### config.mk
export PLATFORM = sky130hd
export DESIGN_NAME = monitor_security_gate
export DESIGN_NICKNAME = d
export VERILOG_FILES = /design/src/mon_gate_pkg.sv /design/src/sec_compare.sv /design/src/monitor_security_gate.sv
export SDC_FILE = /design/constraint.sdc
export NUM_CORES = 1
export LEC_CHECK = 0
export BUFFER_PORTS_ARGS = -buffer_cell sky130_fd_sc_hd__buf_4
export CORE_MARGIN = 5
export CORE_UTILIZATION = 45
export DETAILED_ROUTE_END_ITERATION = 8
export GPL_TIMING_DRIVEN = 0
export PLACE_DENSITY = 0.73
export SETUP_SLACK_MARGIN = 0.02
export SKIP_CTS_REPAIR_TIMING = 1
export SYNTH_ARGS = -nofsm -noshare
export SYNTH_HDL_FRONTEND = slang
export SYNTH_SLANG_ARGS = --single-unit
### constraint.sdc
create_clock -name ref_clk_i -period 4.8 [get_ports ref_clk_i]
set_input_delay 0.96 -clock ref_clk_i [delete_from_list [all_inputs] [get_ports ref_clk_i]]
set_output_delay 0.96 -clock ref_clk_i [all_outputs]
set_load 0.03 [all_outputs]
### src/mon_gate_pkg.sv
// Purpose: shared constants and carriers for the monitor security gate
// Assumes: 8-bit bytes on a byte-level monitor link, one system clock
// Notes: byte serialisation on the monitor pin is done outside this block
package mon_gate_pkg;

  // ==========================================================
  // command opcodes and counts
  localparam logic [7:0] RUN_OPCODE = 8'h28;
  localparam logic [7:0] READ_SP_OPCODE = 8'h0c;  // arbitrary code for the stack read
  localparam int unsigned SEC_BYTES = 8;
  localparam logic [3:0] SEC_LAST = 4'h7;

  // ==========================================================
  // addresses and fields
  localparam logic [15:0] SEC_BASE_ADDR = 16'hfff6;
  localparam logic [15:0] SEC_END_ADDR = 16'hfffd;
  localparam logic [7:0] STATUS_RAM_ADDR = 8'h40;
  localparam int unsigned STATUS_OK_BIT = 6;
  localparam logic [7:0] BLANK_BYTE = 8'hff;
  localparam logic [7:0] INVALID_BYTE = 8'had;  // returned on locked flash reads
  localparam logic [15:0] SP_RD_OFS = 16'h0001;
  localparam logic [15:0] PCH_OFS = 16'h0005;
  localparam logic [15:0] PCL_OFS = 16'h0006;
  localparam logic [15:0] SP_RESET = 16'h00ff;

  // ==========================================================
  // gate states
  typedef enum logic [2:0] {
    ST_STACK = 3'b000,
    ST_WAIT_SEC = 3'b001,
    ST_BREAK = 3'b010,
    ST_CMD = 3'b011,
    ST_ECHO = 3'b100,
    ST_RESUME = 3'b101,
    ST_USER = 3'b110
  } gate_state_t;

  // cpu action requests toward the core
  typedef struct packed {
    logic sw_int;
    logic push_h;
    logic pull_h;
    logic int_ret;
  } cpu_req_t;

  // byte on the monitor link
  typedef struct packed {
    logic valid;
    logic [7:0] data;
  } link_byte_t;

endpackage : mon_gate_pkg

### src/sec_compare.sv
// Purpose: stepwise comparison of received security bytes with flash copy
// Assumes: one byte presented per strobe, in order from the base address
// Notes: any mismatch sticks until the sequence is restarted
`timescale 1ns/1ps
module sec_compare
  import mon_gate_pkg::*;
(
  // clock and reset
  input wire logic ref_clk_i,
  input wire logic rst_i,
  // control
  input wire logic start_i,
  input wire logic byte_stb_i,
  input wire logic [7:0] rx_byte_i,
  input wire logic [7:0] flash_byte_i,
  // result
  output logic [3:0] index_o,
  output logic done_o,
  output logic match_o
);

  typedef struct packed {
    logic [3:0] idx;
    logic done;
    logic ok;
  } cmp_state_t;

  cmp_state_t s_r;
  cmp_state_t s_nxt;

  // ==========================================================
  // compare each byte in turn
  always_comb begin
    s_nxt = s_r;
    if (start_i) begin
      s_nxt = '{idx: 4'h0, done: 1'b0, ok: 1'b1};
    end else if (byte_stb_i && !s_r.done) begin
      if (rx_byte_i != flash_byte_i) begin
        s_nxt.ok = 1'b0;
      end
      if (s_r.idx == SEC_LAST) begin
        s_nxt.done = 1'b1;
      end else begin
        s_nxt.idx = s_r.idx + 4'h1;
      end
    end
  end

  always_ff @(posedge ref_clk_i) begin
    if (rst_i) begin
      s_r <= '{idx: 4'h0, done: 1'b0, ok: 1'b1};
    end else begin
      s_r <= s_nxt;
    end
  end

  assign index_o = s_r.idx;
  assign done_o = s_r.done;
  assign match_o = s_r.ok && s_r.done;

endmodule : sec_compare

### src/monitor_security_gate.sv
// Purpose: monitor mode entry, security gate and run / stack read commands
// Assumes: host keeps its side of the link protocol; flash read by address
// Notes: rst_i is any reset; por_i marks the power-on kind
//   the link is byte level; bit timing and break shaping live in the serial front end
//   the cpu core and the flash array sit outside; this block only sequences and gates them
// Functional notes
// - resume command is opcode 28 hex and is echoed to the host.
// - on monitor entry issue software interrupt then push index high.
// - on resume pull index high then return from interrupt.
// - stack read returns SP plus one; PC bytes at SP+5, SP+6.
// - eight host bytes compare with flash FFF6 through FFFD.
// - after power-on, wait for eight security bytes before anything else.
// - all bytes match grants flash reads and flash execution.
// - unlock survives every reset except power-on.
// - mismatch keeps monitor mode, invalid reads, fetch raises illegal reset.
// - break character only after all eight bytes arrived.
// - set bit 6 of RAM byte 40 hex when code was correct.
// - mass erase leaves all eight security bytes at FF.
`timescale 1ns/1ps
module monitor_security_gate
  import mon_gate_pkg::*;
(
  // clock and reset
  input wire logic ref_clk_i,
  input wire logic rst_i,
  input wire logic por_i,
  // monitor link, byte level
  input wire logic rx_valid_i,
  input wire logic [7:0] rx_data_i,
  input wire logic tx_ready_i,
  output logic tx_valid_o,
  output logic [7:0] tx_data_o,
  output logic tx_break_o,
  // cpu interface
  input wire logic [15:0] sp_i,
  input wire logic cpu_ack_i,
  output cpu_req_t cpu_req_o,
  // flash security window read
  output logic [15:0] sec_addr_o,
  input wire logic [7:0] sec_data_i,
  // flash access gating
  input wire logic flash_rd_i,
  input wire logic [7:0] flash_rdata_i,
  output logic [7:0] flash_rdata_o,
  input wire logic flash_fetch_i,
  output logic illegal_reset_o,
  // mass erase and status
  input wire logic mass_erase_done_i,
  output logic erased_o,
  output logic [7:0] status_ram_o,
  output logic unlocked_o,
  output logic monitor_mode_o
);

  // all gate state in one word; s_nxt is built each cycle and registered
  typedef struct packed {
    gate_state_t st;
    logic unlocked;
    logic sec_done;
    logic erased;
    logic [1:0] step;
    logic tx_valid;
    logic [7:0] tx_data;
    logic tx_break;
    logic [7:0] pend_lo;
    logic pend_lo_valid;
    cpu_req_t req;
    logic [7:0] rdata;
    logic illegal;
  } gate_reg_t;

  // ==========================================================
  // state and local nets
  gate_reg_t s_r;
  gate_reg_t s_nxt;
  logic cmp_start;
  logic cmp_stb;
  logic [3:0] cmp_idx;
  logic cmp_done;
  logic cmp_match;
  logic [15:0] sp_plus;
  logic tx_taken;
  logic cmd_take;
  logic cmd_is_run;
  logic cmd_is_read_sp;
  logic req_ack;
  logic fetch_blocked;
  logic [7:0] status_img;

  // ==========================================================
  // security comparator
  // restarts on every stacking pass, so a warm reset never mixes old and new bytes
  // only bytes seen while waiting count; anything else is a command or noise
  assign cmp_start = rst_i || (s_r.st == ST_STACK);
  assign cmp_stb = (s_r.st == ST_WAIT_SEC) && rx_valid_i;

  sec_compare sec_compare_i (
    .ref_clk_i(ref_clk_i),
    .rst_i(rst_i),
    .start_i(cmp_start),
    .byte_stb_i(cmp_stb),
    .rx_byte_i(rx_data_i),
    .flash_byte_i(sec_data_i),
    .index_o(cmp_idx),
    .done_o(cmp_done),
    .match_o(cmp_match)
  );

  // flash address of the byte being compared
  // the window is read combinationally, one byte per compare index
  assign sec_addr_o = SEC_BASE_ADDR + {12'h000, cmp_idx};
  assign sp_plus = sp_i + SP_RD_OFS;

  // ==========================================================
  // link handshake and command decode
  // a byte leaves on the edge that sees ready; the next one may load at that edge
  assign tx_taken = s_r.tx_valid && tx_ready_i;
  // commands are only taken with the transmit slot free, so an echo is never lost
  assign cmd_take = (s_r.st == ST_CMD) && rx_valid_i && !s_r.tx_valid;
  assign cmd_is_run = (rx_data_i == RUN_OPCODE);
  assign cmd_is_read_sp = (rx_data_i == READ_SP_OPCODE);

  // ==========================================================
  // cpu handshake and flash gating
  // the core answers each single-step request with one ack pulse
  assign req_ack = cpu_ack_i && (s_r.req != '0);
  // a locked fetch is turned into an illegal address reset request
  assign fetch_blocked = flash_fetch_i && !s_r.unlocked;

  // ==========================================================
  // status byte image: only the success bit follows the gate
  // kept as a loop so further status bits slot in per bit
  for (genvar b = 0; b < 8; b++) begin : g_status
    if (b == STATUS_OK_BIT) begin : g_ok
      assign status_img[b] = s_r.unlocked;
    end else begin : g_zero
      assign status_img[b] = 1'b0;
    end
  end

  // ==========================================================
  // next-state logic
  always_comb begin
    // hold by default; pulses fall back unless set again below
    s_nxt = s_r;
    s_nxt.illegal = 1'b0;
    // handshake release of the transmit byte
    if (tx_taken) begin
      s_nxt.tx_valid = 1'b0;
      s_nxt.tx_break = 1'b0;
    end
    // the low byte of a pair loads on the edge its high byte leaves, so pairs never split
    if (tx_taken && s_r.pend_lo_valid) begin
      s_nxt.tx_valid = 1'b1;
      s_nxt.tx_data = s_r.pend_lo;
      s_nxt.pend_lo_valid = 1'b0;
    end
    // mass erase blanks the security window
    // the array itself is blanked outside; this flag records that it happened
    if (mass_erase_done_i) begin
      s_nxt.erased = 1'b1;
    end
    unique case (s_r.st)
      ST_STACK: begin
        // software interrupt, then push index high
        // the host sees nothing until both stacking steps are acked
        if (s_r.step == 2'b00) begin
          s_nxt.req.sw_int = 1'b1;
          s_nxt.step = 2'b01;
        end else if (req_ack && s_r.req.sw_int) begin
          s_nxt.req.sw_int = 1'b0;
          s_nxt.req.push_h = 1'b1;
        end else if (req_ack && s_r.req.push_h) begin
          s_nxt.req.push_h = 1'b0;
          s_nxt.step = 2'b00;
          // a warm reset with a verdict in hand skips straight to the break
          s_nxt.st = s_r.sec_done ? ST_BREAK : ST_WAIT_SEC;
        end
      end
      ST_WAIT_SEC: begin
        // nothing else runs until eight bytes are in
        // the verdict is taken once, from the comparator's sticky result
        if (cmp_done) begin
          s_nxt.unlocked = cmp_match;
          s_nxt.sec_done = 1'b1;
          s_nxt.st = ST_BREAK;
        end
      end
      ST_BREAK: begin
        // ready signal toward the host
        // sent once per stacking pass, never before the eighth byte
        if (!s_r.tx_valid) begin
          s_nxt.tx_valid = 1'b1;
          s_nxt.tx_break = 1'b1;
          s_nxt.tx_data = 8'h00;
          s_nxt.st = ST_CMD;
        end
      end
      ST_CMD: begin
        // a command that meets a queued byte is dropped; the host paces itself on the echo
        // unknown opcodes are only echoed
        if (cmd_take) begin
          s_nxt.tx_valid = 1'b1;
          s_nxt.tx_data = rx_data_i; // echo of the opcode
          if (cmd_is_run) begin
            s_nxt.st = ST_RESUME;
          end else if (cmd_is_read_sp) begin
            s_nxt.st = ST_ECHO;
          end
        end
      end
      ST_ECHO: begin
        // send SP+1 high then low after the echo
        // the low byte waits in pend_lo until the high byte is taken
        if (!s_r.tx_valid) begin
          s_nxt.tx_valid = 1'b1;
          s_nxt.tx_data = sp_plus[15:8];
          s_nxt.pend_lo = sp_plus[7:0];
          s_nxt.pend_lo_valid = 1'b1;
          s_nxt.st = ST_CMD;
        end
      end
      ST_RESUME: begin
        // pull index high, then return from interrupt
        // the stacked registers may have been rewritten; unstack in reverse order
        if (s_r.step == 2'b00) begin
          s_nxt.req.pull_h = 1'b1;
          s_nxt.step = 2'b01;
        end else if (req_ack && s_r.req.pull_h) begin
          s_nxt.req.pull_h = 1'b0;
          s_nxt.req.int_ret = 1'b1;
        end else if (req_ack && s_r.req.int_ret) begin
          s_nxt.req.int_ret = 1'b0;
          s_nxt.step = 2'b00;
          s_nxt.st = ST_USER;
        end
      end
      ST_USER: begin
        // user code runs; monitor is idle until the next reset
        // a warm reset returns to the break, a power-on one to the security bytes
        s_nxt.st = ST_USER;
      end
      default: begin
        // unused state code: restart the stacking sequence
        s_nxt.st = ST_STACK;
      end
    endcase
    // locked flash: invalid data and illegal fetch reset
    // while locked the raw byte never reaches the bus; reads see a fixed code
    if (flash_rd_i) begin
      s_nxt.rdata = s_r.unlocked ? flash_rdata_i : INVALID_BYTE;
    end
    // one-cycle pulse; the reset controller stretches it as it needs
    if (fetch_blocked) begin
      s_nxt.illegal = 1'b1;
    end
  end

  // ==========================================================
  // state register; unlock only cleared by power-on
  // any other reset, such as an illegal address reset, restarts stacking
  // but keeps the verdict, so the break follows at once without new bytes
  always_ff @(posedge ref_clk_i) begin
    if (rst_i) begin
      s_r.st <= ST_STACK;
      s_r.step <= 2'b00;
      s_r.tx_valid <= 1'b0;
      s_r.tx_data <= 8'h00;
      s_r.tx_break <= 1'b0;
      s_r.pend_lo <= 8'h00;
      s_r.pend_lo_valid <= 1'b0;
      s_r.req <= '0;
      s_r.rdata <= 8'h00;
      s_r.illegal <= 1'b0;
      // verdict and erase flag survive warm resets
      if (por_i) begin
        s_r.unlocked <= 1'b0;
        s_r.sec_done <= 1'b0;
        s_r.erased <= 1'b0;
      end
    end else begin
      s_r <= s_nxt;
    end
  end

  // ==========================================================
  // outputs
  // every output except monitor_mode_o (a decode of st) and sec_addr_o (base plus compare index) comes from a state-word flip-flop or a constant
  assign tx_valid_o = s_r.tx_valid;
  assign tx_data_o = s_r.tx_data;
  assign tx_break_o = s_r.tx_break;
  assign cpu_req_o = s_r.req;
  assign flash_rdata_o = s_r.rdata;
  assign illegal_reset_o = s_r.illegal;
  assign erased_o = s_r.erased;
  assign unlocked_o = s_r.unlocked;
  assign status_ram_o = status_img;
  assign monitor_mode_o = (s_r.st != ST_USER);

endmodule : monitor_security_gate

==> metrics.cfg, run 1 <==
[yosys]
synth-seq-cells = 45
yosysWarnings = 0
synth_edf_count = 3
synth_area_leaders = dfxtp_1 30%, buf_4 11%, xnor2_1 5.3%
synth_top_area_share_pct = 29.8
synthCells = 344
synth_area_um2 = 2820
synthDistinctLibCells = 59
async_reset_ff_share_pct = 0
yosys.area.top_type = dfxtp_1
ys_seq_area_share_pct = 33.0
syn_avg_cell_area_um2 = 8.19
synth-main-ff-cell = dfxtp_1

[clock_network]
cts_tree = done
clock_sinks = 45
h-tree-depth = 2
clk_pin_slew_ns = 0.09
clockBufferDepth = 2
numCtsBuffers = 5
insertion_delay_ns = 0.30
clockRootBuffer = clkbuf_8

[power]
p_leak_nw = 1.63
power_density_nw_per_um2 = 302
irDropWorstVdd_mv = 0.135

[critical_path]
r2r-start = s_r[38]
cp-end-kind = output pin
crit_path_frequent_cell = inv_1
crit_chain = inv_1, ha_1, inv_1, ha_1, inv_1, buf_4, buf_4
slowest_stage = dfxtp_1
reg2regPathDepth = 7
critPathLaunchType = register
critPathKind = reg -> out
cp.required_ns = 3.84
r2r-end = tx_data_o[7]
r2r_slack_ns = 2.91
cp_max_fo = 11
crit_path_max_incr_delay_ns = 0.37
arrival_ns = 1.64

[routing]
drtIter0Drc = 114
dr.pass1.iters = 4
avgRoutedWirePerCell_um = 13.9
remaining_drc_errors = 0
num_vias = 2665
viasPerCell = 5.10
ant_nets = 0
wl_um = 7250

[sta]
period_minus_slack_ns = 2.60
worst_pin_slew_ns = 0.545
fin_skew_ns = 0.00861
rsz0062_at_grt = false
setup-violations-final = 0
period_share_pct = 54.2
max_freq_ghz = 0.384
hold_viol = 0
slew_headroom_pct = 63.6
slew_violations = 0
tns_ns = 0

[placed_design]
gp_congestion = 0.887
portBuffers = 90
hpwl_um = 5870
placed_area_um2 = 3610

[grt]
overflow = 0
track_usage_pct = 18.3
grt_first_pass_wirelength_um = 11500
grt_pass1_vias = 2461
antenna_found_initial = 0
grt_max_degree = 15

[hold_path]
worstHoldPathType = reg -> reg
holdPathStages = 2
hp-start = s_r[15]
min_to = s_r[15]

[die]
fp-row-count = 28
start_util_pct = 47.1
ios = 99
coreArea_um2 = 5990
die_w_um = 89.1
die_h_um = 89.1
dieArea_um2 = 7950

[job]
max_cap_viol_count = 0

[layout]
final_common_cell = buf_4
diodes = 0
fillCellCount = 564
final_cell_mix = 131 x buf_4, 42 x dfxtp_1, 35 x nor2_1
syn2layout_area_growth_pct = 31.2
nets = 501
final_area_um2 = 3700
drive_above_1_share_pct = 34.6

[run_status]
status = completed

## worst max-delay path by stage
stage | startpoint | endpoint | slack (ns) | depth (start not counted)
2_1_floorplan | sec_compare_i.index_o[1] | sec_addr_o[10] | 2.32 | 6
3_3_place_gp | rx_data_i[4] | s_r[38] | 2.36 | 6
3_5_place_dp | rx_data_i[4] | s_r[38] | 2.34 | 6
4_1_cts | sec_compare_i.index_o[2] | sec_addr_o[9] | 2.18 | 7
5_1_grt | sec_compare_i.index_o[2] | sec_addr_o[7] | 2.03 | 7
6_report | sec_compare_i.index_o[2] | sec_addr_o[9] | 2.20 | 7
## cells in the mapped netlist, drive strengths merged (7+ instances only)
cell     n
dfxtp   42
nand3   13
mux2i    9
buf     48
nor3    12
a21oi   21
xnor2   17
inv     13
clkbuf   7
nor2    35
nand4    8
xor2     7
nand2   30
o22ai    7
o21ai    9
a211oi   7
## report_power, final
group	switching, W	leakage (nW)	internal [W]
Combinational	0.000254	1.22	0.000183
Clock	0.000135	0.0417	0.000103
Sequential	0.0000282	0.370	0.000411
## metrics by stage
stage	util, %	power [W]	hold slack (ns)	setup slack [ns]	instances
global placement	60.3	0.000879	0.445	2.36	515
CTS	61.7	0.00112	0.459	2.18	523
finish	61.7	0.00111	0.459	2.20	523
detailed placement	60.3	0.000882	0.447	2.34	515
floorplan	-	0.000747	0.419	2.32	350
global route	61.7	0.00118	0.500	2.03	523
## final cells by class
type	count	area, um2	area share [%]
plain buffers	55	368	9.95
well taps	75	93.8	2.54
inverters	14	52.6	1.42
repair buffers	90	676	18.3
multi-input cells	236	1490	40.3
clock inverters	2	13.8	0.372
flip-flops and latches	45	931	25.2
clock buffers	6	72.6	1.96
## cell families after synthesis
kind of cell / count (synthesis) / synth area share, %
simple gates: 120 / 21.9
compound gates: 71 / 17.1
buf+inv: 69 / 14.9
flops: 45 / 33.0
xor+xnor: 24 / 7.46
mux: 9 / 3.20
fa+ha+maj: 5 / 2.22
other cells: 1 / 0.133
## registers in the layout, summed over array words and instances, names as in the netlist
name,count
unlocked_o,1
sec_compare_i.s_r,1
sec_compare_i.index_o,4
illegal_reset_o,1
tx_break_o,1
flash_rdata_o,8
sec_compare_i.done_o,1
cpu_req_o,4
erased_o,1
tx_valid_o,1
s_r,14
tx_data_o,8
## critical path: cells and delay by family (launching register included)
| kind | cells | cell delay (ns) |
|---|---|---|
| adder cells (fa/ha/maj) | 2 | 0.30 |
| buffers and inverters | 5 | 0.68 |
| flip-flops | 1 | 0.37 |
## routing by layer
metal | track usage, % | vias up | part of all wire [%]
met5 | 0 | - | 0
met4 | 6.09 | 0 | 1.5
met3 | 3.96 | 10 | 4.6
met2 | 30.5 | 64 | 49
met1 | 23.5 | 1223 | 44
li1 | - | 1368 | -
Power figures use the tool's default switching activity.
==> inputs of run 2 (changes only) <==
Settings changed: PLACE_DENSITY 0.73 to 0.76.
Clock period 4.8 ns to 2.3 ns, I/O delays scaled along.
==> run 2 against run 1 <==
Against the previous run: non-clock buffer count is the same; combinational power increased by 110%; register-to-register slack got worse by 2.6 ns; worst setup slack got worse by 2.0 ns; power increased by 120%; cell count is the same; clock power grew 140%; clock-buffer cell count is the same; critical path depth is the same; sequential share of layout area decreased by 0.14 points; design area increased by 0.54%; flip-flop and latch count unchanged; critical endpoint is now sec_addr_o[11].
==> metrics.cfg, run 2 (synthesized netlist as in run 1, its figures left out) <==
[die]
die_w_um = 89.1  ; unchanged
coreArea_um2 = 5990  ; unchanged
start_util_pct = 47.1  ; unchanged
fp-row-count = 28  ; unchanged
dieArea_um2 = 7950  ; unchanged
die_h_um = 89.1  ; unchanged
ios = 99  ; unchanged

[critical_path]
crit_buf_inv = 5  ; unchanged
crit_path_frequent_cell = inv_1
cp-end-kind = output pin
critPathKind = reg -> out
critPathLaunchType = register
cp.required_ns = 1.84  ; -2.00 ns
crit_family = buffers and inverters
slowest_stage = dfxtp_1
cp_max_fo = 11  ; unchanged
arrival_ns = 1.64  ; about the same
crit_chain = inv_1, ha_1, inv_1, ha_1, inv_1, buf_4, buf_4
crit_path_max_incr_delay_ns = 0.36  ; about the same

[clock_network]
insertion_delay_ns = 0.29  ; about the same
cts_tree = done
clock_sinks = 45  ; unchanged
h-tree-depth = 2  ; unchanged
clockBufferDepth = 2  ; unchanged
clk_pin_slew_ns = 0.08  ; about the same
numCtsBuffers = 5  ; unchanged
clockRootBuffer = clkbuf_8

[layout]
syn2layout_area_growth_pct = 31.9
final_cell_mix = 131 x buf_4, 42 x dfxtp_1, 35 x nor2_1
nets = 501  ; unchanged
diodes = 0  ; unchanged
drive_above_1_share_pct = 34.4  ; -0.22 points
final_common_cell = buf_4
largest_reg_flops = 14  ; unchanged
fillCellCount = 542  ; -3.9%
largest_register = s_r

[routing]
drtIter0Drc = 136  ; +19%
ant_nets = 0  ; unchanged
remaining_drc_errors = 0  ; unchanged
viasPerCell = 5.14  ; +0.86%
dr.pass1.iters = 4  ; unchanged
avgRoutedWirePerCell_um = 13.8  ; about the same
wl_um = 7240  ; about the same
num_vias = 2688  ; +0.86%

[placed_design]
gp_congestion = 0.860  ; -3.1%
hpwl_um = 5760  ; -1.9%
pre_cts_slack_ns = 0.426  ; -1.91 ns
portBuffers = 90  ; unchanged

[power]
switching_share_pct = 35.3  ; -2.1 points
power_frac_clock_pct = 23.9  ; +2.5 points
p_sw_w = 0.000852  ; +100%
pwr-share-comb_pct = 38.2  ; -1.0 points
p_leak_nw = 1.64  ; +0.68%
sequentialPowerShare_pct = 38.0  ; -1.4 points
irDropWorstVdd_mv = 0.503  ; +270%
intPower_w = 0.00156  ; +120%
power_density_nw_per_um2 = 649  ; +120%

[sta]
rsz0062_at_grt = false
setup-violations-final = 0  ; unchanged
period_share_pct = 91.3
worst_pin_slew_ns = 0.584  ; +0.0396 ns
fin_skew_ns = 0.00314  ; -0.00547 ns
period_minus_slack_ns = 2.10
worst_slack_ns = 0.200  ; -2.00 ns
slew_headroom_pct = 61.1  ; -2.5 points
max_freq_ghz = 0.476
slew_violations = 0  ; unchanged
hold_viol = 0  ; unchanged
tns_ns = 0  ; unchanged

[grt]
grt_pass1_vias = 2645  ; +7.5%
overflow = 0  ; unchanged
grt_max_degree = 14  ; -1
antenna_found_initial = 0  ; unchanged
track_usage_pct = 18.4  ; +0.061 points
grt_first_pass_wirelength_um = 11700  ; +1.8%

[run_status]
status = completed

[job]
max_cap_viol_count = 0  ; unchanged

[hold_path]
worstHoldPathType = in -> reg

-- run 2: layer usage --
layer | vias to the layer above | GRT usage, % | routed length [um]
met5 | - | 0 | 0
met3 | 10 | 2.67 | 485
met1 | 1214 | 24.2 | 3160
met2 | 92 | 30.9 | 3460
met4 | 0 | 5.95 | 136
li1 | 1372 | - | -
-- run 2: worst register-to-register path: stages, from the launching register on --
cell and delay (ns):
dfxtp_1 0.31, buf_2 0.20, nor2b_1 0.25, buf_2 0.25
a21oi_1 0.09, nor2_1 0.37, a2bb2oi_1 0.30, a21oi_1 0.09
-- run 2: final cells by class --
type | instances | area (um2) | share of cell area [%]
sequential | 45 | 931 | 25.0
inverter | 14 | 52.6 | 1.41
multi-input combinational | 236 | 1490 | 40.1
timing repair buffer | 90 | 676 | 18.2
clock buffer | 6 | 72.6 | 1.95
buffer | 55 | 368 | 9.90
tap | 75 | 93.8 | 2.52
clock inverter | 2 | 33.8 | 0.909
-- run 2: through the flow --
stage               instances  instance area [um2]  util, %  hold slack (ns)  power [W]
finish                    523                 3720     62.1            0.359    0.00241
global route              523                 3720     62.1            0.357    0.00256
CTS                       523                 3720     62.1            0.357    0.00241
detailed placement        515                 3610     60.3            0.452    0.00184
global placement          515                 3610     60.3            0.448    0.00183
floorplan                 350                 2840        -            0.419    0.00156
-- run 2: power groups by stage --
stage	registers [W]	logic, W	clock network, W
floorplan	0.000953	0.000607	0
global placement	0.000932	0.000896	0
detailed placement	0.000934	0.000911	0
CTS	0.000916	0.000915	0.000581
global route	0.000930	0.00101	0.000620
finish	0.000916	0.000921	0.000576
-- run 2: final timing paths --
path / from / end / slack (ns) / cells after the start
max: sec_compare_i.index_o[2] / sec_addr_o[11] / 0.20 / 7
min: tx_ready_i / s_r[13] / 0.36 / 2
max reg2reg: s_r[38] / tx_data_o[7] / 0.33 / 7
min reg2reg: sec_compare_i.s_r[0] / sec_compare_i.s_r[0] / 0.46 / 1
